--- config.mk ---
export PLATFORM = sky130hd
export DESIGN_NAME = icsr_top
export DESIGN_NICKNAME = d
export VERILOG_FILES = /design/src/rtl/icsr_pkg.sv /design/src/rtl/icsr_arbiter.sv /design/src/rtl/icsr_top.sv
export VERILOG_INCLUDE_DIRS = /design/src /design/src/rtl
export SDC_FILE = /design/constraint.sdc
export NUM_CORES = 1
export LEC_CHECK = 0
export ABC_AREA = 0
export CORE_ASPECT_RATIO = 0.5
export CORE_MARGIN = 2
export CORE_UTILIZATION = 30
export CTS_CLUSTER_DIAMETER = 30
export DETAILED_ROUTE_END_ITERATION = 6
export DONT_BUFFER_PORTS = 1
export HOLD_SLACK_MARGIN = 0.1
export PLACE_DENSITY_LB_ADDON = 0.05
export SLEW_MARGIN = 25
export SYNTH_ARGS = -nofsm -noshare
export SYNTH_HDL_FRONTEND = slang
export SYNTH_SLANG_ARGS = --single-unit
export TNS_END_PERCENT = 1
--- constraint.sdc ---
create_clock -name CORE_CLK -period 18 [get_ports CORE_CLK]
set_input_delay 0 -clock CORE_CLK [delete_from_list [all_inputs] [get_ports CORE_CLK]]
set_output_delay 0 -clock CORE_CLK [all_outputs]
set_load 0.01 [all_outputs]
--- src/rtl/icsr_regs.svh ---
// Register offsets, field positions, reset values and sizes of the interrupt control and status block.
// Operation
// - Each source has a sticky request flag; sources 4, 14 and 15 have none here.
// - Cleared enable bit blocks source requests.
// - Each source has eight-level priority field.
// - Sources map to bits in vector order.
// - CPU priority field bits 7:5; 111 masks.
// - High priority bit extends level; set masks.
// - High priority bit is read-only to software.
// - Software writes CPU priority field normally.
// - Nesting disabled makes priority field read-only.
// - Pending register latches vector and level.
// - Control one bit 15 disables nesting.
// - Overflow and catastrophic flags at bits 14-11.
// - Trap enables at bits 10, 9, 8.
// - Math error status bits 7, 6, 4.
// - Address, stack, oscillator traps bits 3-1.
// - Control two bit 15 selects alternate table.
// - Control two bit 14 shows masking instruction.
// - Bits 2:0 set external pin edge polarity.
// - Unimplemented bits ignore writes, read zero.
// - Request presented only above current CPU level.
// - Nesting disabled forces priority 111 on entry.
// - Priority zero source is fully disabled.
`ifndef ICSR_REGS_SVH
`define ICSR_REGS_SVH
`define ICSR_NSRC          16
`define ICSR_ADDR_W        4
`define ICSR_OFF_STATUS    4'h0
`define ICSR_OFF_CORE      4'h1
`define ICSR_OFF_CTL1      4'h2
`define ICSR_OFF_CTL2      4'h3
`define ICSR_OFF_FLAGS     4'h4
`define ICSR_OFF_ENABLES   4'h5
`define ICSR_OFF_PRIO0     4'h6
`define ICSR_OFF_PRIO1     4'h7
`define ICSR_OFF_PRIO2     4'h8
`define ICSR_OFF_PRIO3     4'h9
`define ICSR_OFF_PENDING   4'hA
`define ICSR_PRIO_LOW_LSB  5
`define ICSR_PRIO_HIGH_BIT 3
`define ICSR_NEST_OFF_BIT  15
`define ICSR_CTL1_MASK     16'hFFDE
`define ICSR_ALT_BIT       15
`define ICSR_MASKING_BIT   14
`define ICSR_CTL2_WMASK    16'h8007
`define ICSR_FLAGS_MASK    16'h3FEF
`define ICSR_PRIO_RESET    16'h0000
`define ICSR_VEC_BASE      7'h08
`endif

--- src/rtl/icsr_pkg.sv ---
// Types shared by the interrupt control and status block.
package icsr_pkg;
   // Grant sequencer states, Gray coded along idle, offer, in service.
   typedef enum logic [1:0] {
      ICSR_IDLE = 2'b00,
      ICSR_OFFER = 2'b01,
      ICSR_INSVC = 2'b11
   } icsr_state_t;
   // Trap event strobes from the core.
   typedef struct packed {
      logic acc_a_ovf;
      logic acc_b_ovf;
      logic acc_a_cat;
      logic acc_b_cat;
      logic bad_shift;
      logic div_zero;
      logic address;
      logic stack;
      logic osc_fail;
   } icsr_trap_t;
   // Winner of arbitration.
   typedef struct packed {
      logic       valid;
      logic [3:0] src;
      logic [2:0] level;
   } icsr_win_t;
endpackage

--- src/rtl/icsr_arbiter.sv ---
// Priority arbiter choosing the highest pending source above the CPU level.
`timescale 1ns/1ns
`include "icsr_regs.svh"
module icsr_arbiter (
   // Source state.
   input  wire logic [`ICSR_NSRC-1:0]   req,
   input  wire logic [`ICSR_NSRC*3-1:0] prio,
   // Current CPU level, four bits.
   input  wire logic [3:0]              cpu_level,
   // Winning request.
   output icsr_pkg::icsr_win_t          win
);
   // Scan from the top so the lowest index wins on a tie.
   always_comb
   begin
      win = '0;
      for (int i = `ICSR_NSRC - 1; i >= 0; i--)
      begin
         // Level zero never wins, and neither does a level at or below the CPU's.
         if (req[i] && (prio[i*3 +: 3] != 3'h0) && ({1'b0, prio[i*3 +: 3]} > cpu_level) &&
             (!win.valid || (prio[i*3 +: 3] >= win.level)))
         begin
            win.valid = 1'b1;
            win.src = 4'(i);
            win.level = prio[i*3 +: 3];
         end
      end
   end
endmodule

--- src/rtl/icsr_top.sv ---
// Interrupt control and status registers with request arbitration.
`timescale 1ns/1ns
`include "icsr_regs.svh"
module icsr_top (
   // Clock and reset.
   input  wire logic                     CORE_CLK,
   input  wire logic                     SRST,
   // Register port.
   input  wire logic [`ICSR_ADDR_W-1:0]  ADDR,
   input  wire logic [15:0]              WDATA,
   input  wire logic                     WR,
   input  wire logic                     RD,
   output logic [15:0]                   RDATA,
   // Peripheral request strobes, bit 0 is the external pin zero source.
   input  wire logic [`ICSR_NSRC-1:0]    SRC_EVENT,
   // External pins 0 to 2.
   input  wire logic [2:0]               EXT_PIN,
   // Trap event strobes from the core.
   input  wire icsr_pkg::icsr_trap_t     TRAP_EVENT,
   // Core state: masking instruction running, trap entry and exit.
   input  wire logic                     MASKING_ACTIVE,
   input  wire logic                     TRAP_ENTER,
   input  wire logic                     TRAP_EXIT,
   // Processor handshake.
   output logic                          IRQ,
   output logic [6:0]                    IRQ_VECTOR,
   output logic                          ALT_TABLE,
   input  wire logic                     IRQ_ACK,
   input  wire logic                     HANDLER_RETURN,
   // Priority levels stacked by the core and restored on return, plus wake and trap enable outputs.
   input  wire logic [3:0]               RESTORE_LEVEL,
   output logic [3:0]                    CPU_LEVEL,
   output logic                          WAKE,
   output logic [3:0]                    TRAP_ENABLES
);
   // Register state.
   logic [2:0]             prio_low_ff;   // CPU priority low field.
   logic                   prio_high_ff;  // CPU priority high bit.
   logic [15:0]            ctl1_ff;       // Control one register.
   logic                   alt_ff;        // Alternate table select.
   logic [2:0]             edge_pol_ff;   // External pin polarities.
   logic [`ICSR_NSRC-1:0]  flags_ff;      // Request flags.
   logic [`ICSR_NSRC-1:0]  enables_ff;    // Request enables.
   logic [`ICSR_NSRC*3-1:0] prio_ff;      // Priority fields, three bits a source.
   logic [6:0]             pend_vec_ff;   // Latched pending vector.
   logic [3:0]             pend_lvl_ff;   // Latched pending level.
   logic [2:0]             pin_ff;        // Previous pin levels.
   logic [15:0]            rdata_ff;      // Read data register.
   icsr_pkg::icsr_state_t  state_ff;      // Grant sequencer.
   icsr_pkg::icsr_state_t  nxt_state;     // Next sequencer state.
   icsr_pkg::icsr_win_t    win;           // Arbiter result.
   logic [`ICSR_NSRC-1:0]  set_evt;       // Per source set events.
   logic [2:0]             pin_edge;      // Edge detected per pin.
   logic [15:0]            rd_mux;        // Read value before registering.
   logic [15:0]            ctl1_set;      // Hardware set bits of control one.
   logic [`ICSR_NSRC-1:0]  active;        // Flagged and enabled sources.
   logic                   nest_off;      // Nesting disabled.

   assign nest_off = ctl1_ff[`ICSR_NEST_OFF_BIT];
   assign CPU_LEVEL = {prio_high_ff, prio_low_ff};
   assign active = flags_ff & enables_ff;

   // Pin edges honour the chosen polarity: one means falling, zero rising.
   genvar g;
   generate
      for (g = 0; g < 3; g++)
      begin : g_pin
         assign pin_edge[g] = edge_pol_ff[g] ? (pin_ff[g] & ~EXT_PIN[g]) : (~pin_ff[g] & EXT_PIN[g]);
      end
   endgenerate

   // Pin zero feeds source zero along with its strobe; other pins have no flag bit here.
   // Strobes on unimplemented flag positions are dropped so those bits keep reading zero.
   assign set_evt = (SRC_EVENT | {{(`ICSR_NSRC-1){1'b0}}, pin_edge[0]}) & `ICSR_FLAGS_MASK;

   // Trap status bits in control one, set by the core's strobes.
   always_comb
   begin
      ctl1_set = 16'h0000;
      ctl1_set[14] = TRAP_EVENT.acc_a_ovf;
      ctl1_set[13] = TRAP_EVENT.acc_b_ovf;
      ctl1_set[12] = TRAP_EVENT.acc_a_cat;
      ctl1_set[11] = TRAP_EVENT.acc_b_cat;
      ctl1_set[7] = TRAP_EVENT.bad_shift;
      ctl1_set[6] = TRAP_EVENT.div_zero;
      ctl1_set[4] = TRAP_EVENT.bad_shift | TRAP_EVENT.div_zero;
      ctl1_set[3] = TRAP_EVENT.address;
      ctl1_set[2] = TRAP_EVENT.stack;
      ctl1_set[1] = TRAP_EVENT.osc_fail;
   end
   assign TRAP_ENABLES = {ctl1_ff[10], ctl1_ff[9], ctl1_ff[8], 1'b0};

   // Arbiter over all flagged and enabled sources.
   icsr_arbiter u_arb (
      .req       (active),
      .prio      (prio_ff),
      .cpu_level (CPU_LEVEL),
      .win       (win)
   );

   // Previous pin levels for edge detection. Sampled during reset as well, so a pin that idles
   // high does not look like a rising edge in the first cycle after reset.
   always_ff @(posedge CORE_CLK)
   begin
      pin_ff <= EXT_PIN;
   end

   // Request flags: a set in the same cycle as a software clear wins.
   always_ff @(posedge CORE_CLK)
   begin
      if (SRST)
         flags_ff <= '0;
      else if (WR && ADDR == `ICSR_OFF_FLAGS)
         flags_ff <= (WDATA & `ICSR_FLAGS_MASK) | set_evt;
      else
         flags_ff <= flags_ff | set_evt;
   end

   // Enables and priority fields, plain software storage.
   always_ff @(posedge CORE_CLK)
   begin
      if (SRST)
      begin
         enables_ff <= '0;
         prio_ff <= '0;
      end
      else if (WR)
      begin
         // Four priority registers, four sources of three bits each, bit 3 of each nibble unused.
         case (ADDR)
            `ICSR_OFF_ENABLES: enables_ff <= WDATA & `ICSR_FLAGS_MASK;
            `ICSR_OFF_PRIO0: prio_ff[11:0] <= {WDATA[14:12], WDATA[10:8], WDATA[6:4], WDATA[2:0]};
            `ICSR_OFF_PRIO1: prio_ff[23:12] <= {WDATA[14:12], WDATA[10:8], WDATA[6:4], WDATA[2:0]};
            `ICSR_OFF_PRIO2: prio_ff[35:24] <= {WDATA[14:12], WDATA[10:8], WDATA[6:4], WDATA[2:0]};
            `ICSR_OFF_PRIO3: prio_ff[47:36] <= {WDATA[14:12], WDATA[10:8], WDATA[6:4], WDATA[2:0]};
            default: ;
         endcase
      end
   end

   // Control one: trap flags set by hardware, otherwise software storage.
   always_ff @(posedge CORE_CLK)
   begin
      if (SRST)
         ctl1_ff <= 16'h0000;
      else if (WR && ADDR == `ICSR_OFF_CTL1)
         ctl1_ff <= (WDATA & `ICSR_CTL1_MASK) | ctl1_set;
      else
         ctl1_ff <= ctl1_ff | ctl1_set;
   end

   // Control two: table select and pin polarities.
   always_ff @(posedge CORE_CLK)
   begin
      if (SRST)
      begin
         alt_ff <= 1'b0;
         edge_pol_ff <= 3'h0;
      end
      else if (WR && ADDR == `ICSR_OFF_CTL2)
      begin
         alt_ff <= WDATA[`ICSR_ALT_BIT];
         edge_pol_ff <= WDATA[2:0];
      end
   end
   assign ALT_TABLE = alt_ff;

   // Grant sequencer: offer, wait for the core's acknowledge, then return to idle.
   always_comb
   begin
      nxt_state = state_ff;
      case (state_ff)
         icsr_pkg::ICSR_IDLE:
            if (win.valid)
               nxt_state = icsr_pkg::ICSR_OFFER;
         icsr_pkg::ICSR_OFFER:
            if (IRQ_ACK)
               nxt_state = icsr_pkg::ICSR_IDLE;
            else if (!win.valid)
               nxt_state = icsr_pkg::ICSR_IDLE;
         default:
            nxt_state = icsr_pkg::ICSR_IDLE;
      endcase
   end

   always_ff @(posedge CORE_CLK)
   begin
      if (SRST)
         state_ff <= icsr_pkg::ICSR_IDLE;
      else
         state_ff <= nxt_state;
   end

   // Pending register follows the current winner until the core takes it.
   always_ff @(posedge CORE_CLK)
   begin
      if (SRST)
      begin
         pend_vec_ff <= 7'h00;
         pend_lvl_ff <= 4'h0;
      end
      else if (win.valid && !IRQ_ACK)
      begin
         pend_vec_ff <= `ICSR_VEC_BASE + {3'h0, win.src};
         pend_lvl_ff <= {1'b0, win.level};
      end
   end
   assign IRQ = (state_ff == icsr_pkg::ICSR_OFFER) && win.valid && !prio_high_ff;
   assign IRQ_VECTOR = pend_vec_ff;

   // CPU priority low field: entry, return, and software writes.
   always_ff @(posedge CORE_CLK)
   begin
      if (SRST)
         prio_low_ff <= 3'h0;
      else if (IRQ && IRQ_ACK)
         prio_low_ff <= nest_off ? 3'h7 : pend_lvl_ff[2:0];
      else if (HANDLER_RETURN || TRAP_EXIT)
         prio_low_ff <= RESTORE_LEVEL[2:0];
      else if (WR && ADDR == `ICSR_OFF_STATUS && !nest_off)
         prio_low_ff <= WDATA[`ICSR_PRIO_LOW_LSB +: 3];
   end

   // High priority bit moves only with trap entry and return, never by software.
   always_ff @(posedge CORE_CLK)
   begin
      if (SRST)
         prio_high_ff <= 1'b0;
      else if (TRAP_ENTER)
         prio_high_ff <= 1'b1;
      else if (HANDLER_RETURN || TRAP_EXIT)
         prio_high_ff <= RESTORE_LEVEL[3];
   end

   // Wake on any flagged, enabled, non-zero priority source.
   always_comb
   begin
      WAKE = 1'b0;
      for (int i = 0; i < `ICSR_NSRC; i++)
         if (active[i] && prio_ff[i*3 +: 3] != 3'h0)
            WAKE = 1'b1;
   end

   // Read multiplexer; unmapped offsets read zero.
   always_comb
   begin
      rd_mux = 16'h0000;
      case (ADDR)
         `ICSR_OFF_STATUS: rd_mux[`ICSR_PRIO_LOW_LSB +: 3] = prio_low_ff;
         `ICSR_OFF_CORE: rd_mux[`ICSR_PRIO_HIGH_BIT] = prio_high_ff;
         `ICSR_OFF_CTL1: rd_mux = ctl1_ff;
         `ICSR_OFF_CTL2: rd_mux = {alt_ff, MASKING_ACTIVE, 11'h000, edge_pol_ff};
         `ICSR_OFF_FLAGS: rd_mux = flags_ff;
         `ICSR_OFF_ENABLES: rd_mux = enables_ff;
         `ICSR_OFF_PRIO0: rd_mux = {1'b0, prio_ff[11:9], 1'b0, prio_ff[8:6], 1'b0, prio_ff[5:3], 1'b0, prio_ff[2:0]};
         `ICSR_OFF_PRIO1: rd_mux = {1'b0, prio_ff[23:21], 1'b0, prio_ff[20:18], 1'b0, prio_ff[17:15], 1'b0, prio_ff[14:12]};
         `ICSR_OFF_PRIO2: rd_mux = {1'b0, prio_ff[35:33], 1'b0, prio_ff[32:30], 1'b0, prio_ff[29:27], 1'b0, prio_ff[26:24]};
         `ICSR_OFF_PRIO3: rd_mux = {1'b0, prio_ff[47:45], 1'b0, prio_ff[44:42], 1'b0, prio_ff[41:39], 1'b0, prio_ff[38:36]};
         `ICSR_OFF_PENDING: rd_mux = {4'h0, pend_lvl_ff, 1'b0, pend_vec_ff};
         default: rd_mux = 16'h0000;
      endcase
   end

   // Read data appear one cycle after the strobe and hold until the next read.
   always_ff @(posedge CORE_CLK)
   begin
      if (SRST)
         rdata_ff <= 16'h0000;
      else if (RD)
         rdata_ff <= rd_mux;
   end
   assign RDATA = rdata_ff;
endmodule

==> results of run 1 <==
[critical path: cells and delay by family (launching register included)]
kind,cells,cell delay [ps]
AO/OA/AOI/OAI,41,7480
AND/OR/NAND/NOR,29,3740
adder cells (fa/ha/maj),13,3340
multiplexers,5,1570
buffers and inverters,3,500
flip-flops,1,330
[cell usage after synthesis, types with 7 or more instances]
cell type | number | area [um2]
sky130_fd_sc_hd__nand2_1 | 171 | 642
sky130_fd_sc_hd__o211ai_1 | 9 | 67.6
sky130_fd_sc_hd__dfxtp_1 | 122 | 2440
sky130_fd_sc_hd__buf_4 | 7 | 52.6
sky130_fd_sc_hd__a22oi_1 | 41 | 308
sky130_fd_sc_hd__clkbuf_1 | 43 | 161
sky130_fd_sc_hd__o21ai_1 | 7 | 35.0
sky130_fd_sc_hd__o21a_1 | 13 | 97.6
sky130_fd_sc_hd__nand4_1 | 7 | 43.8
sky130_fd_sc_hd__and3_1 | 24 | 150
sky130_fd_sc_hd__mux2i_1 | 16 | 160
sky130_fd_sc_hd__nand3_1 | 27 | 135
sky130_fd_sc_hd__nor3_1 | 9 | 45.0
sky130_fd_sc_hd__a21o_1 | 14 | 105
sky130_fd_sc_hd__o21ai_0 | 24 | 120
sky130_fd_sc_hd__inv_1 | 30 | 113
sky130_fd_sc_hd__a21oi_1 | 102 | 510
sky130_fd_sc_hd__nor3b_1 | 7 | 52.6
sky130_fd_sc_hd__ha_1 | 72 | 901
sky130_fd_sc_hd__a211oi_1 | 25 | 188
sky130_fd_sc_hd__o311ai_1 | 7 | 61.3
sky130_fd_sc_hd__nand2b_1 | 21 | 131
sky130_fd_sc_hd__nor2_1 | 74 | 278
sky130_fd_sc_hd__nor2b_1 | 14 | 87.6
[per-layer routing]
| layer | vias up | wire (um) | part of all wire (%) | track usage (%) |
|---|---|---|---|---|
| met5 | - | 0 | 0 | 0 |
| met4 | 0 | 435 | 1.2 | 4.63 |
| met3 | 27 | 2270 | 6.4 | 5.17 |
| met2 | 240 | 14400 | 41 | 36.3 |
| met1 | 4124 | 18200 | 52 | 37.9 |
| li1 | 3866 | - | - | - |
[state kept, by name, indices dropped and copies added (netlist names)]
signal,flops
prio_ff,48
RDATA,16
ctl1_ff,14
enables_ff,13
flags_ff,13
IRQ_VECTOR,5
edge_pol_ff,3
pend_lvl_ff,3
prio_low_ff,3
ALT_TABLE,1
pin_ff,1
prio_high_ff,1
state_ff,1
[placed cells by master, fill, tap and decap left out, types with 5 or more instances in the layout]
cell type	n
sky130_fd_sc_hd__buf_4	36
sky130_fd_sc_hd__clkbuf_16	17
sky130_fd_sc_hd__mux2i_1	15
sky130_fd_sc_hd__a22oi_1	41
sky130_fd_sc_hd__o21ai_1	6
sky130_fd_sc_hd__dlygate4sd3_1	72
sky130_fd_sc_hd__o21a_1	12
sky130_fd_sc_hd__and2_1	5
sky130_fd_sc_hd__dfxtp_1	120
sky130_fd_sc_hd__and3_1	23
sky130_fd_sc_hd__inv_1	29
sky130_fd_sc_hd__nand3_1	27
sky130_fd_sc_hd__a21oi_2	6
sky130_fd_sc_hd__nand2_1	169
sky130_fd_sc_hd__nor3_1	6
sky130_fd_sc_hd__a211oi_1	24
sky130_fd_sc_hd__o22ai_1	6
sky130_fd_sc_hd__a21o_1	14
sky130_fd_sc_hd__a222oi_1	5
sky130_fd_sc_hd__o311ai_1	7
sky130_fd_sc_hd__nor2_1	70
sky130_fd_sc_hd__nor2b_1	14
sky130_fd_sc_hd__nand2b_1	17
sky130_fd_sc_hd__a311o_1	5
sky130_fd_sc_hd__ha_1	68
sky130_fd_sc_hd__a21oi_1	96
sky130_fd_sc_hd__nor3b_1	7
sky130_fd_sc_hd__nand4_1	7
sky130_fd_sc_hd__o211ai_1	9
sky130_fd_sc_hd__o21ai_0	23
[what timing repair did]
action,CTS,global route
hold endpoints to repair,122,0
buffers inserted,0,13
gates resized for setup,0,57
endpoints found under the setup margin,0,8
hold buffers,74,0
[cells by family after synthesis]
logic type	after synthesis	synth area share (%)
adders and majority gates	72	11.3
muxes	23	3.04
DFF	122	30.6
AOI/OAI and AO/OA	322	28.5
and+or+nand+nor	382	22.3
other	1	0.0469
buffers and inverters	84	4.37
[layout make-up]
class | count | area (um2)
clock buffer | 19 | 443
fill | 2693 | 16100
inverter | 31 | 116
tap | 352 | 440
multi-input combinational | 802 | 5530
clock inverter | 13 | 190
timing repair buffer | 113 | 1060
sequential | 122 | 2440
[stage by stage]
stage                     hold slack (ps)  worst slack [ps]  area, um2  util, %  std cells
after floorplan                      27.7               571       8000        -       1008
final                                 124               897      10200     38.8       1452
after detailed placement             27.8               224       8420     32.0       1333
after CTS                             102               109       9810     37.3       1439
after global placement               27.8               287       8410     32.0       1333
after global routing                  146              -145      10200     38.8       1452
[power groups by stage]
stage	clock network [mW]	logic [mW]	registers [mW]
2_1_floorplan	0	0.0381	0.289
3_5_place_dp	0	0.0465	0.292
6_report	0.374	0.0749	0.287
3_3_place_gp	0	0.0447	0.292
4_1_cts	0.378	0.0719	0.286
5_1_grt	0.389	0.0825	0.288
[worst paths after layout]
kind | cells past startpoint | startpoint | slack (ps) | endpoint
worst max-delay path | 91 | prio_low_ff[1] | 900 | pend_lvl_ff[0]
worst min-delay path | 3 | WR | 120 | prio_ff[5]
worst max register to register | 91 | prio_low_ff[1] | 900 | pend_lvl_ff[0]
worst min register to register | 1 | state_ff[0] | 450 | state_ff[0]
==> reports/metrics.json, run 1 <==
{
  "pwr-share-clk": {"value": 50.8, "unit": "%"},
  "synth.ff_latch_count": {"value": 122},
  "synth-edff-count": {"value": 0},
  "drt.antenna.violating_nets": {"value": 0},
  "detailroute.via_count": {"value": 8257},
  "grt_pass1_wl": {"value": 52500, "unit": "um"},
  "cp-start-kind": {"value": "register"},
  "design.final.nets": {"value": 1220},
  "ys.flop_type": {"value": "sky130_fd_sc_hd__dfxtp_1"},
  "cellInternalPower": {"value": 0.544, "unit": "mW"},
  "sum_of_negative_setup_slack": {"value": 0, "unit": "ps"},
  "drt-vias-per-instance": {"value": 5.69},
  "worst_hold_path_type": {"value": "in2reg"},
  "cts_buffers": {"value": 17},
  "grt_antenna_before_repair": {"value": 1},
  "dp_hpwl": {"value": 25200, "unit": "um"},
  "cp.required": {"value": 18320, "unit": "ps"},
  "critPathArrivalTime": {"value": 17420, "unit": "ps"},
  "slew_viol_final": {"value": 0},
  "max_clock_freq": {"value": 58.5, "unit": "MHz"},
  "pwr_dens": {"value": 72.0, "unit": "nW/um2"},
  "timing_worst_slew_pin_value": {"value": 1080, "unit": "ps"},
  "criticalPathCategory": {"value": "reg2reg"},
  "final.min_clock_period": {"value": 17100, "unit": "ps"},
  "synth-warning-count": {"value": 0},
  "die_area": {"value": 28000, "unit": "um2"},
  "fp.dieW": {"value": 235, "unit": "um"},
  "area_growth": {"value": 27.9, "unit": "%"},
  "drv_cap": {"value": 0},
  "report.final.setup_viol": {"value": 0},
  "finalWeightedCongestion": {"value": 0.846},
  "cts_buffer_depth": {"value": 2},
  "core_region_area": {"value": 26300, "unit": "um2"},
  "slew_headroom": {"value": 27.1, "unit": "%"},
  "layout-drive-gt1-share": {"value": 14.0, "unit": "%"},
  "sequentialPowerShare": {"value": 39.0, "unit": "%"},
  "clock_insertion_delay_worst_skew": {"value": 430, "unit": "ps"},
  "cp_max_fo": {"value": 8},
  "globalRouteOverflowTotal": {"value": 0},
  "drt_drc_violations_left": {"value": 0},
  "num_io_pins": {"value": 95},
  "p_leak": {"value": 3.85, "unit": "nW"},
  "switchingPower": {"value": 0.192, "unit": "mW"},
  "number_of_library_cell_types_mapped_by_synthesis": {"value": 78},
  "antenna_cells_inserted": {"value": 0},
  "maximum_vdd_drop": {"value": 0.0536, "unit": "mV"},
  "wl": {"value": 35300, "unit": "um"},
  "synthArstFlopShare": {"value": 0, "unit": "%"},
  "die_y": {"value": 119, "unit": "um"},
  "syn-instance-count": {"value": 1006},
  "combinationalPowerShare": {"value": 10.2, "unit": "%"},
  "timing.critical_path.mode_cell": {"value": "sky130_fd_sc_hd__ha_1"},
  "dr.pass1.iters": {"value": 6},
  "mappedNetlistArea": {"value": 7990, "unit": "um2"},
  "grt_pass1_vias": {"value": 7908},
  "swShare": {"value": 26.1, "unit": "%"},
  "final_min_period_over_clock_period": {"value": 95.0, "unit": "%"},
  "cts_tree": {"value": "built"},
  "synth_sequential_area_ratio": {"value": 30.6, "unit": "%"},
  "power.total": {"value": 0.736, "unit": "mW"},
  "floorplan.initialDensity": {"value": 30.4, "unit": "%"},
  "worst_setup_hold_path_clk_slew": {"value": 60, "unit": "ps"},
  "post_drt_wl_per_cell": {"value": 24.3, "unit": "um"},
  "cts_num_sinks": {"value": 122},
  "grt_use_total": {"value": 25.1, "unit": "%"},
  "synthesis.area_per_instance": {"value": 7.95, "unit": "um2"},
  "drt_first_iter_violations": {"value": 753},
  "worst_path_max_delay_cell": {"value": "sky130_fd_sc_hd__mux2_2"},
  "critPathMaxStageDelay": {"value": 350, "unit": "ps"},
  "crit_path_end_kind": {"value": "register"},
  "final-hold-violation-count": {"value": 0},
  "io_buffer_count": {"value": 0},
  "worst_clock_skew": {"value": 8.01, "unit": "ps"},
  "result_of_the_run": {"value": "complete, no violations"},
  "grt_start_max_net_pins": {"value": 121},
  "placement_rows": {"value": 42},
  "clock_tree.htree_level_count": {"value": 4},
  "cts-root-buf": {"value": "sky130_fd_sc_hd__clkbuf_16"}
}
Note: power is estimated with default switching activity, not from simulation.
==> run 2, diff against run 1 <==
--- a/config.mk
+++ b/config.mk
@@ -6,9 +6,9 @@
 export SDC_FILE = /design/constraint.sdc
 export NUM_CORES = 1
 export LEC_CHECK = 0
-export ABC_AREA = 0
+export ABC_AREA = 1
 export CORE_ASPECT_RATIO = 0.5
-export CORE_MARGIN = 2
+export CORE_MARGIN = 5
 export CORE_UTILIZATION = 30
 export CTS_CLUSTER_DIAMETER = 30
 export DETAILED_ROUTE_END_ITERATION = 6
==> run 2 against run 1 <==
Effect of this change: the run now ends with DRC left; synthesized cell count grew 12%; die area grew 5.6%; worst hold slack gained 17 ps; sequential cell count is the same; non-clock buffer count shrank 18; core utilization shrank 1.1 points; count of clock-buffer cells in the layout grew 1; maximum frequency grew 12%; setup slack gained 1800 ps.
==> reports/metrics.json, run 2 <==
{
  "dp_hpwl": {"value": 24800, "unit": "um", "change": "-1.7%"},
  "yosys.cell_count.top_type": {"value": "sky130_fd_sc_hd__nand2_1"},
  "p_leak": {"value": 3.86, "unit": "nW", "change": "about the same"},
  "number_of_library_cell_types_mapped_by_synthesis": {"value": 46, "change": "-41%"},
  "final_min_period_over_clock_period": {"value": 84.8, "unit": "%", "change": "-10 points"},
  "crit_end": {"value": "IRQ_VECTOR[2]"},
  "worstHoldPathCells": {"value": 4, "change": "+1"},
  "grt_start_max_net_pins": {"value": 71, "change": "-41%"},
  "clock_insertion_delay_worst_skew": {"value": 430, "unit": "ps", "change": "about the same"},
  "cts_num_sinks": {"value": 122, "change": "unchanged"},
  "post-cts-setup-buffers": {"value": 0, "change": "unchanged"},
  "globalRoute.busiestLayer": {"value": "met2"},
  "worst_path_max_delay_cell": {"value": "sky130_fd_sc_hd__dlygate4sd3_1"},
  "drt.antenna.violating_nets": {"value": 0, "change": "unchanged"},
  "grt_pass1_wl": {"value": 49800, "unit": "um", "change": "-5.1%"},
  "final.min_clock_period": {"value": 15270, "unit": "ps", "change": "-1830 ps"},
  "max_clock_freq": {"value": 65.5, "unit": "MHz", "change": "+12%"},
  "crit_path_end_kind": {"value": "register"},
  "timing.critical_path.mode_cell": {"value": "sky130_fd_sc_hd__nand2_1"},
  "largest_register_ffs": {"value": 48, "change": "unchanged"},
  "cts_tree": {"value": "built"},
  "criticalPathCategory": {"value": "reg2reg"},
  "synth_sequential_area_ratio": {"value": 31.2, "unit": "%", "change": "+0.66 points"},
  "slew_headroom": {"value": 35.8, "unit": "%", "change": "+8.7 points"},
  "slew_viol_final": {"value": 0, "change": "unchanged"},
  "pwr_dens": {"value": 74.8, "unit": "nW/um2", "change": "+3.8%"},
  "grt_use_total": {"value": 22.7, "unit": "%", "change": "-2.3 points"},
  "cts.repair.resized": {"value": 0, "change": "unchanged"},
  "clock_tree.htree_level_count": {"value": 4, "change": "unchanged"},
  "reg2reg_from": {"value": "prio_low_ff[1]"},
  "combinationalPowerShare": {"value": 11.7, "unit": "%", "change": "+1.5 points"},
  "io_buffer_count": {"value": 0, "change": "unchanged"},
  "synth-edff-count": {"value": 0, "change": "unchanged"},
  "synth-warning-count": {"value": 0, "change": "unchanged"},
  "synthArstFlopShare": {"value": 0, "unit": "%", "change": "unchanged"},
  "finalWeightedCongestion": {"value": 0.823, "change": "-2.7%"},
  "grt_pass1_vias": {"value": 7683, "change": "-2.8%"},
  "core_region_area": {"value": 25400, "unit": "um2", "change": "-3.4%"},
  "grt.met1_usage": {"value": 33.7, "unit": "%", "change": "-4.2 points"},
  "register_to_register_path_setup_slack": {"value": 2730, "unit": "ps", "change": "+1830 ps"},
  "design.final.nets": {"value": 1336, "change": "+9.5%"},
  "swShare": {"value": 27.4, "unit": "%", "change": "+1.3 points"},
  "cellInternalPower": {"value": 0.521, "unit": "mW", "change": "-4.2%"},
  "cts-root-buf": {"value": "sky130_fd_sc_hd__clkbuf_16"},
  "met2_usage": {"value": 34.8, "unit": "%", "change": "-1.5 points"},
  "worst-r2r-cell-count": {"value": 109, "change": "+20%"},
  "ys.flop_type": {"value": "sky130_fd_sc_hd__dfxtp_1"},
  "synthesis.area_per_instance": {"value": 6.92, "unit": "um2", "change": "-13%"},
  "final-hold-violation-count": {"value": 0, "change": "unchanged"},
  "cts_buffer_depth": {"value": 2, "change": "unchanged"},
  "drv_cap": {"value": 0, "change": "unchanged"},
  "cp-start-kind": {"value": "register"},
  "timing.rr.end": {"value": "IRQ_VECTOR[2]"},
  "result_of_the_run": {"value": "complete, but fails checks"},
  "timing_worst_slew_pin_value": {"value": 960, "unit": "ps", "change": "-116 ps"},
  "post_drt_wl_per_cell": {"value": 21.7, "unit": "um", "change": "-11%"},
  "fp.dieW": {"value": 238, "unit": "um", "change": "+1.5%"},
  "worst_setup_hold_path_clk_slew": {"value": 60, "unit": "ps", "change": "about the same"},
  "die_y": {"value": 124, "unit": "um", "change": "+4.0%"},
  "cp.required": {"value": 18370, "unit": "ps", "change": "+50 ps"},
  "pwr-share-clk": {"value": 48.2, "unit": "%", "change": "-2.6 points"},
  "switchingPower": {"value": 0.196, "unit": "mW", "change": "+2.4%"},
  "area_growth": {"value": 22.7, "unit": "%"},
  "drt-vias-per-instance": {"value": 5.22, "change": "-8.1%"},
  "maximum_vdd_drop": {"value": 0.0655, "unit": "mV", "change": "+22%"},
  "biggest_area_contributors_in_the_synthesized_netlist": {"value": "sky130_fd_sc_hd__dfxtp_1 (31%), sky130_fd_sc_hd__ha_1 (12%), sky130_fd_sc_hd__a21oi_1 (10%)"},
  "wl": {"value": 33900, "unit": "um", "change": "-4.0%"},
  "sequentialPowerShare": {"value": 40.1, "unit": "%", "change": "+1.1 points"},
  "final_cell_mix": {"value": "sky130_fd_sc_hd__nand2_1 (203), sky130_fd_sc_hd__a21oi_1 (158), sky130_fd_sc_hd__inv_1 (155)"},
  "globalRouteOverflowTotal": {"value": 0, "change": "unchanged"},
  "drt_first_iter_violations": {"value": 773, "change": "+2.7%"},
  "rsz_0062_raised_after_global_routing": {"value": "no"},
  "mappedNetlistArea": {"value": 7820, "unit": "um2", "change": "-2.1%"},
  "syn-instance-count": {"value": 1131, "change": "+12%"},
  "die_area": {"value": 29600, "unit": "um2", "change": "+5.6%"},
  "worst_clock_skew": {"value": 8.32, "unit": "ps", "change": "+0.311 ps"},
  "leading_cell_type_in_the_layout_fill_and_taps_excluded": {"value": "sky130_fd_sc_hd__nand2_1"},
  "report.final.setup_viol": {"value": 0, "change": "unchanged"},
  "layout-drive-gt1-share": {"value": 6.99, "unit": "%", "change": "-7.0 points"},
  "num_io_pins": {"value": 95, "change": "unchanged"},
  "floorplan.initialDensity": {"value": 30.7, "unit": "%", "change": "+0.39 points"},
  "drt_drc_violations_left": {"value": 2, "change": "+2"},
  "critPathMaxStageDelay": {"value": 550, "unit": "ps", "change": "+200 ps"},
  "utilization": {"value": 37.7, "unit": "%", "change": "-1.1 points"},
  "largest_register": {"value": "prio_ff"},
  "sum_of_negative_setup_slack": {"value": 0, "unit": "ps", "change": "unchanged"},
  "violations": {"value": "DRC"},
  "cts_buffers": {"value": 17, "change": "unchanged"},
  "grt_antenna_before_repair": {"value": 1, "change": "unchanged"},
  "synth_largest_area_cell": {"value": "sky130_fd_sc_hd__dfxtp_1"},
  "cp_max_fo": {"value": 14, "change": "+6"},
  "placement_rows": {"value": 41, "change": "-2.4%"},
  "met3_usage": {"value": 4.54, "unit": "%", "change": "-0.63 points"},
  "dr.pass1.iters": {"value": 7, "change": "+1"},
  "detailroute.via_count": {"value": 8156, "change": "-1.2%"},
  "synth.cells.most_frequent": {"value": "sky130_fd_sc_hd__nand2_1 (203), sky130_fd_sc_hd__a21oi_1 (158), sky130_fd_sc_hd__inv_1 (156), sky130_fd_sc_hd__dfxtp_1 (122), sky130_fd_sc_hd__o21ai_0 (119)"},
  "critPathArrivalTime": {"value": 15640, "unit": "ps", "change": "-1780 ps"},
  "synth.ff_latch_count": {"value": 122, "change": "unchanged"},
  "worst_hold_path_type": {"value": "in2reg"},
  "synth_top_cell_area_share": {"value": 31.2, "unit": "%", "change": "+0.66 points"},
  "holdWs": {"value": 141, "unit": "ps", "change": "+17.1 ps"},
  "cts_hold_repair_buffers": {"value": 88, "change": "+19%"},
  "fillers": {"value": 2758, "change": "+2.4%"},
  "crit_path_start": {"value": "prio_low_ff[1]"}
}
-- run 2: changes by cell type after synthesis, sizes merged, moves of 22 or more --
cell,change
inv,+133
a22oi,-41
o21ai,+98
nor2,-25
a21oi,+54
and3,-22
a211oi,-30
nand3,+41
nand2,+53
-- run 2: kinds of logic (layout without fill, tap and decap cells) --
kind of cell               Yosys count  count (layout)  share of synthesized area [%]
AOI/OAI and AO/OA                  355             355                           24.9
DFF                                122             122                           31.2
adders and majority gates           72              72                           11.5
other                                1               4                         0.0479
buffers and inverters              211             294                           10.6
and+or+nand+nor                    370             370                           21.8
-- run 2: final cells by class --
cell class	count	area [um2]	area share (%)
clock buffers	20	457	4.76
multi-input cells	800	4560	47.5
repair buffers	95	951	9.91
clock inverters	12	124	1.29
flip-flops and latches	122	2440	25.4
inverters	167	627	6.53
diodes	1	2.50	0.0261
well taps	344	430	4.49
-- run 2: worst min path at each step --
stage	start	end	slack, ps
floorplan	EXT_PIN[0]	pin_ff[0]	30
global placement	EXT_PIN[0]	pin_ff[0]	30
detailed placement	EXT_PIN[0]	pin_ff[0]	30
CTS	ADDR[1]	prio_ff[32]	110
global route	ADDR[0]	RDATA[7]	190
finish	ADDR[0]	RDATA[7]	140
-- run 2: layer usage --
metal	part of all wire, %	up-vias
li1	-	3992
met1	50	3846
met2	42	299
met3	7.2	19
met4	0.74	0
met5	0	-
-- run 2: worst max-delay path: cells and delay by family (launching register included) --
kind,cells,cell delay (ps)
flops,1,520
fa+ha+maj,13,3610
compound gates,30,4350
buf+inv,12,1400
simple gates,54,5250
-- run 2: power by group through the flow --
| stage | clock network (mW) | logic (mW) | registers (mW) |
|---|---|---|---|
| 6_report | 0.346 | 0.0843 | 0.288 |
| 5_1_grt | 0.362 | 0.0942 | 0.288 |
| 4_1_cts | 0.350 | 0.0832 | 0.288 |
| 3_5_place_dp | 0 | 0.0588 | 0.293 |
| 3_3_place_gp | 0 | 0.0567 | 0.293 |
| 2_1_floorplan | 0 | 0.0456 | 0.290 |
-- run 2: stage by stage --
stage	power, mW	instances	area (um2)	worst slack, ps
after global placement	0.350	1440	8120	3490
after detailed placement	0.352	1440	8120	3350
after CTS	0.721	1560	9590	2840
final	0.718	1561	9600	2730
after floorplan	0.336	1133	7830	5380
after global routing	0.745	1560	9590	1340
==> run 3, diff against run 2 <==
--- a/config.mk
+++ b/config.mk
@@ -6,7 +6,7 @@
 export SDC_FILE = /design/constraint.sdc
 export NUM_CORES = 1
 export LEC_CHECK = 0
-export ABC_AREA = 1
+export ABC_AREA = 0
 export CORE_ASPECT_RATIO = 0.5
 export CORE_MARGIN = 5
 export CORE_UTILIZATION = 30
==> constraint.sdc (replaced) <==
create_clock -name CORE_CLK -period 15.6 [get_ports CORE_CLK]
set_input_delay 0 -clock CORE_CLK [delete_from_list [all_inputs] [get_ports CORE_CLK]]
set_output_delay 0 -clock CORE_CLK [all_outputs]
set_load 0.01 [all_outputs]
==> run 3 against run 2 <==
Effect of this change: the flow finishes with violations (setup timing); maximum frequency shrank 4.1%; power is 13% higher; via count rose by 5.5%; register-to-register slack worse by 3000 ps; sequential cell count is the same; setup slack got worse by 3000 ps; core utilization increased by 4.0 points; routed wire length grew 7.3%; critical path type unchanged; highest routed layer is now met5.
==> reports/metrics.json, run 3 (same netlist as run 1, synthesis figures left out) <==
{
  "utilization": {"value": 41.7, "unit": "%", "change": "+4.0 points"},
  "largest_register": {"value": "prio_ff"},
  "power.total": {"value": 0.809, "unit": "mW", "change": "+13%"},
  "grt_pass1_vias": {"value": 8205, "change": "+6.8%"},
  "p_leak": {"value": 4.35, "unit": "nW", "change": "+13%"},
  "grt_pass1_wl": {"value": 54200, "unit": "um", "change": "+8.9%"},
  "worst_hold_path_type": {"value": "in2reg"},
  "final.min_clock_period": {"value": 15910, "unit": "ps", "change": "+645 ps"},
  "finalWeightedCongestion": {"value": 0.836, "change": "+1.6%"},
  "wl": {"value": 36300, "unit": "um", "change": "+7.3%"},
  "cts_buffer_depth": {"value": 2, "change": "unchanged"},
  "stdcell_count": {"value": 1529, "change": "-2.0%"},
  "cp_num_cells": {"value": 88, "change": "-19%"},
  "grt_antenna_before_repair": {"value": 2, "change": "+1"},
  "design.final.nets": {"value": 1298, "change": "-2.8%"},
  "register_to_register_path_setup_slack": {"value": -310, "unit": "ps", "change": "-3050 ps"},
  "io_buffer_count": {"value": 0, "change": "unchanged"},
  "grt_use_total": {"value": 23.5, "unit": "%", "change": "+0.80 points"},
  "cp_max_fo": {"value": 7, "change": "-7"},
  "reg2reg_from": {"value": "prio_low_ff[1]"},
  "antenna_cells_inserted": {"value": 0, "change": "-1"},
  "max_clock_freq": {"value": 62.8, "unit": "MHz", "change": "-4.1%"},
  "cp.buffers_inverters": {"value": 3, "change": "-9"},
  "slew_viol_final": {"value": 0, "change": "unchanged"},
  "violations": {"value": "setup timing"},
  "cts_buffers": {"value": 17, "change": "unchanged"},
  "largest_register_ffs": {"value": 48, "change": "unchanged"},
  "worst_path_max_delay_cell": {"value": "sky130_fd_sc_hd__dfxtp_4"},
  "drv_cap": {"value": 0, "change": "unchanged"},
  "die_y": {"value": 125, "unit": "um", "change": "+0.99%"},
  "fp.dieW": {"value": 241, "unit": "um", "change": "+1.0%"},
  "clock_insertion_delay_worst_skew": {"value": 430, "unit": "ps", "change": "about the same"},
  "timing.critical_path.mode_cell": {"value": "sky130_fd_sc_hd__nand2b_4"},
  "placement_rows": {"value": 42, "change": "+2.4%"},
  "drt-vias-per-instance": {"value": 5.63, "change": "+7.7%"},
  "drt.antenna.violating_nets": {"value": 0, "change": "unchanged"},
  "num_io_pins": {"value": 95, "change": "unchanged"},
  "cts_tree": {"value": "built"},
  "placed_area": {"value": 9250, "unit": "um2", "change": "+14%"},
  "pwr_dens": {"value": 73.7, "unit": "nW/um2", "change": "-1.5%"},
  "placed_cells": {"value": 1395, "change": "-3.1%"},
  "clock_tree.htree_level_count": {"value": 4, "change": "unchanged"},
  "final_min_period_over_clock_period": {"value": 102, "unit": "%", "change": "+17 points"},
  "cts_num_sinks": {"value": 122, "change": "unchanged"},
  "cp_top_family": {"value": "compound AO/OA/AOI/OAI gates"},
  "cp.required": {"value": 15930, "unit": "ps", "change": "-2440 ps"},
  "core_region_area": {"value": 26300, "unit": "um2", "change": "+3.5%"},
  "dp_hpwl": {"value": 26000, "unit": "um", "change": "+4.9%"},
  "detailroute.via_count": {"value": 8601, "change": "+5.5%"},
  "design_area": {"value": 11000, "unit": "um2", "change": "+15%"},
  "post_drt_wl_per_cell": {"value": 23.8, "unit": "um", "change": "+9.6%"},
  "maximum_vdd_drop": {"value": 0.0567, "unit": "mV", "change": "-14%"},
  "timing.rr.end": {"value": "IRQ_VECTOR[3]"},
  "worst-r2r-cell-count": {"value": 88, "change": "-19%"},
  "cp-start-kind": {"value": "register"},
  "critPathMaxStageDelay": {"value": 380, "unit": "ps", "change": "-170 ps"},
  "leading_cell_type_in_the_layout_fill_and_taps_excluded": {"value": "sky130_fd_sc_hd__nand2_1"},
  "globalRouteOverflowTotal": {"value": 0, "change": "unchanged"},
  "report.final.setup_viol": {"value": 7, "change": "+7"},
  "drt_drc_violations_left": {"value": 0, "change": "-2"},
  "grt_start_max_net_pins": {"value": 121, "change": "+70%"},
  "setup_slack": {"value": -314, "unit": "ps", "change": "-3050 ps"},
  "worst_clock_skew": {"value": 9.90, "unit": "ps", "change": "+1.58 ps"},
  "floorplan.initialDensity": {"value": 30.4, "unit": "%", "change": "-0.39 points"},
  "critPathArrivalTime": {"value": 16240, "unit": "ps", "change": "+600 ps"},
  "result_of_the_run": {"value": "complete, but fails checks"},
  "cts-root-buf": {"value": "sky130_fd_sc_hd__clkbuf_16"},
  "slew_headroom": {"value": 29.0, "unit": "%", "change": "-6.8 points"},
  "drt_first_iter_violations": {"value": 786, "change": "+1.7%"},
  "area_growth": {"value": 37.5, "unit": "%"},
  "rsz_0062_raised_after_global_routing": {"value": "yes"},
  "crit_end": {"value": "IRQ_VECTOR[3]"},
  "dr.pass1.iters": {"value": 5, "change": "-2"},
  "crit_path_start": {"value": "prio_low_ff[1]"},
  "die_area": {"value": 30200, "unit": "um2", "change": "+2.0%"},
  "worst_setup_hold_path_clk_slew": {"value": 60, "unit": "ps", "change": "about the same"},
  "layout-drive-gt1-share": {"value": 21.8, "unit": "%", "change": "+15 points"},
  "timing_worst_slew_pin_value": {"value": 1060, "unit": "ps", "change": "+102 ps"},
  "final-hold-violation-count": {"value": 0, "change": "unchanged"},
  "crit_path_end_kind": {"value": "register"},
  "final_cell_mix": {"value": "sky130_fd_sc_hd__nand2_1 (167), sky130_fd_sc_hd__dfxtp_1 (118), sky130_fd_sc_hd__buf_4 (116)"},
  "criticalPathCategory": {"value": "reg2reg"}
}
run 3: final cells by class:
| type | count | area, um2 |
|---|---|---|
| Fill cell | 2668 | 15300 |
| Multi-Input combinational cell | 802 | 5750 |
| Inverter | 31 | 129 |
| Sequential cell | 122 | 2450 |
| Timing Repair Buffer | 191 | 1650 |
| Clock buffer | 19 | 453 |
| Clock inverter | 12 | 114 |
| Tap cell | 352 | 440 |
run 3: worst min path at each step:
stage                          start          end  slack (ps)  cells past startpoint
after detailed placement  EXT_PIN[0]    pin_ff[0]          30                      0
after floorplan           EXT_PIN[0]    pin_ff[0]          30                      0
after CTS                    ADDR[3]     RDATA[3]         120                      4
after global placement    EXT_PIN[0]    pin_ff[0]          30                      0
final                        ADDR[0]    RDATA[14]         120                      5
after global routing              WR  prio_ff[10]         160                      3
run 3: what timing repair did:
action	in CTS	in global routing
setup endpoints to repair	8	8
resized for setup	20	15
cloned	0	0
pin swaps	49	33
hold buffers	74	0
endpoints found under the hold margin	122	0
buffers inserted	24	5
run 3: metal layers:
metal  track usage (%)  share of wire [%]  vias to the layer above
met5                 0              0.074                        -
met4              5.37                1.6                        4
met3              4.53                6.8                       52
met2              33.6                 42                      284
met1              36.3                 50                     4230
li1                  -                  -                     4031
run 3: worst register-to-register path: cells and delay by family, from the launching register on:
kind,cells,cell delay [ps]
AND/OR/NAND/NOR,28,3830
AO/OA/AOI/OAI,38,6260
flip-flops,1,380
multiplexers,6,1790
buffers and inverters,3,310
adder cells (fa/ha/maj),13,3210
run 3: through the flow:
step,hold slack (ps),TNS (ps),worst slack [ps]
floorplan,27.7,-4210,-636
global placement,27.9,-1700,-300
finish,121,-1460,-314
CTS,118,-1160,-206
global route,164,-8620,-1220
detailed placement,27.8,-3510,-561
run 3: where the power goes:
group / leakage [nW] / internal (mW) / switching, mW / total, mW
clock: 0.277 / 0.228 / 0.161 / 0.390
combinational: 3.07 / 0.0370 / 0.0512 / 0.0883
sequential: 0.996 / 0.320 / 0.0118 / 0.332
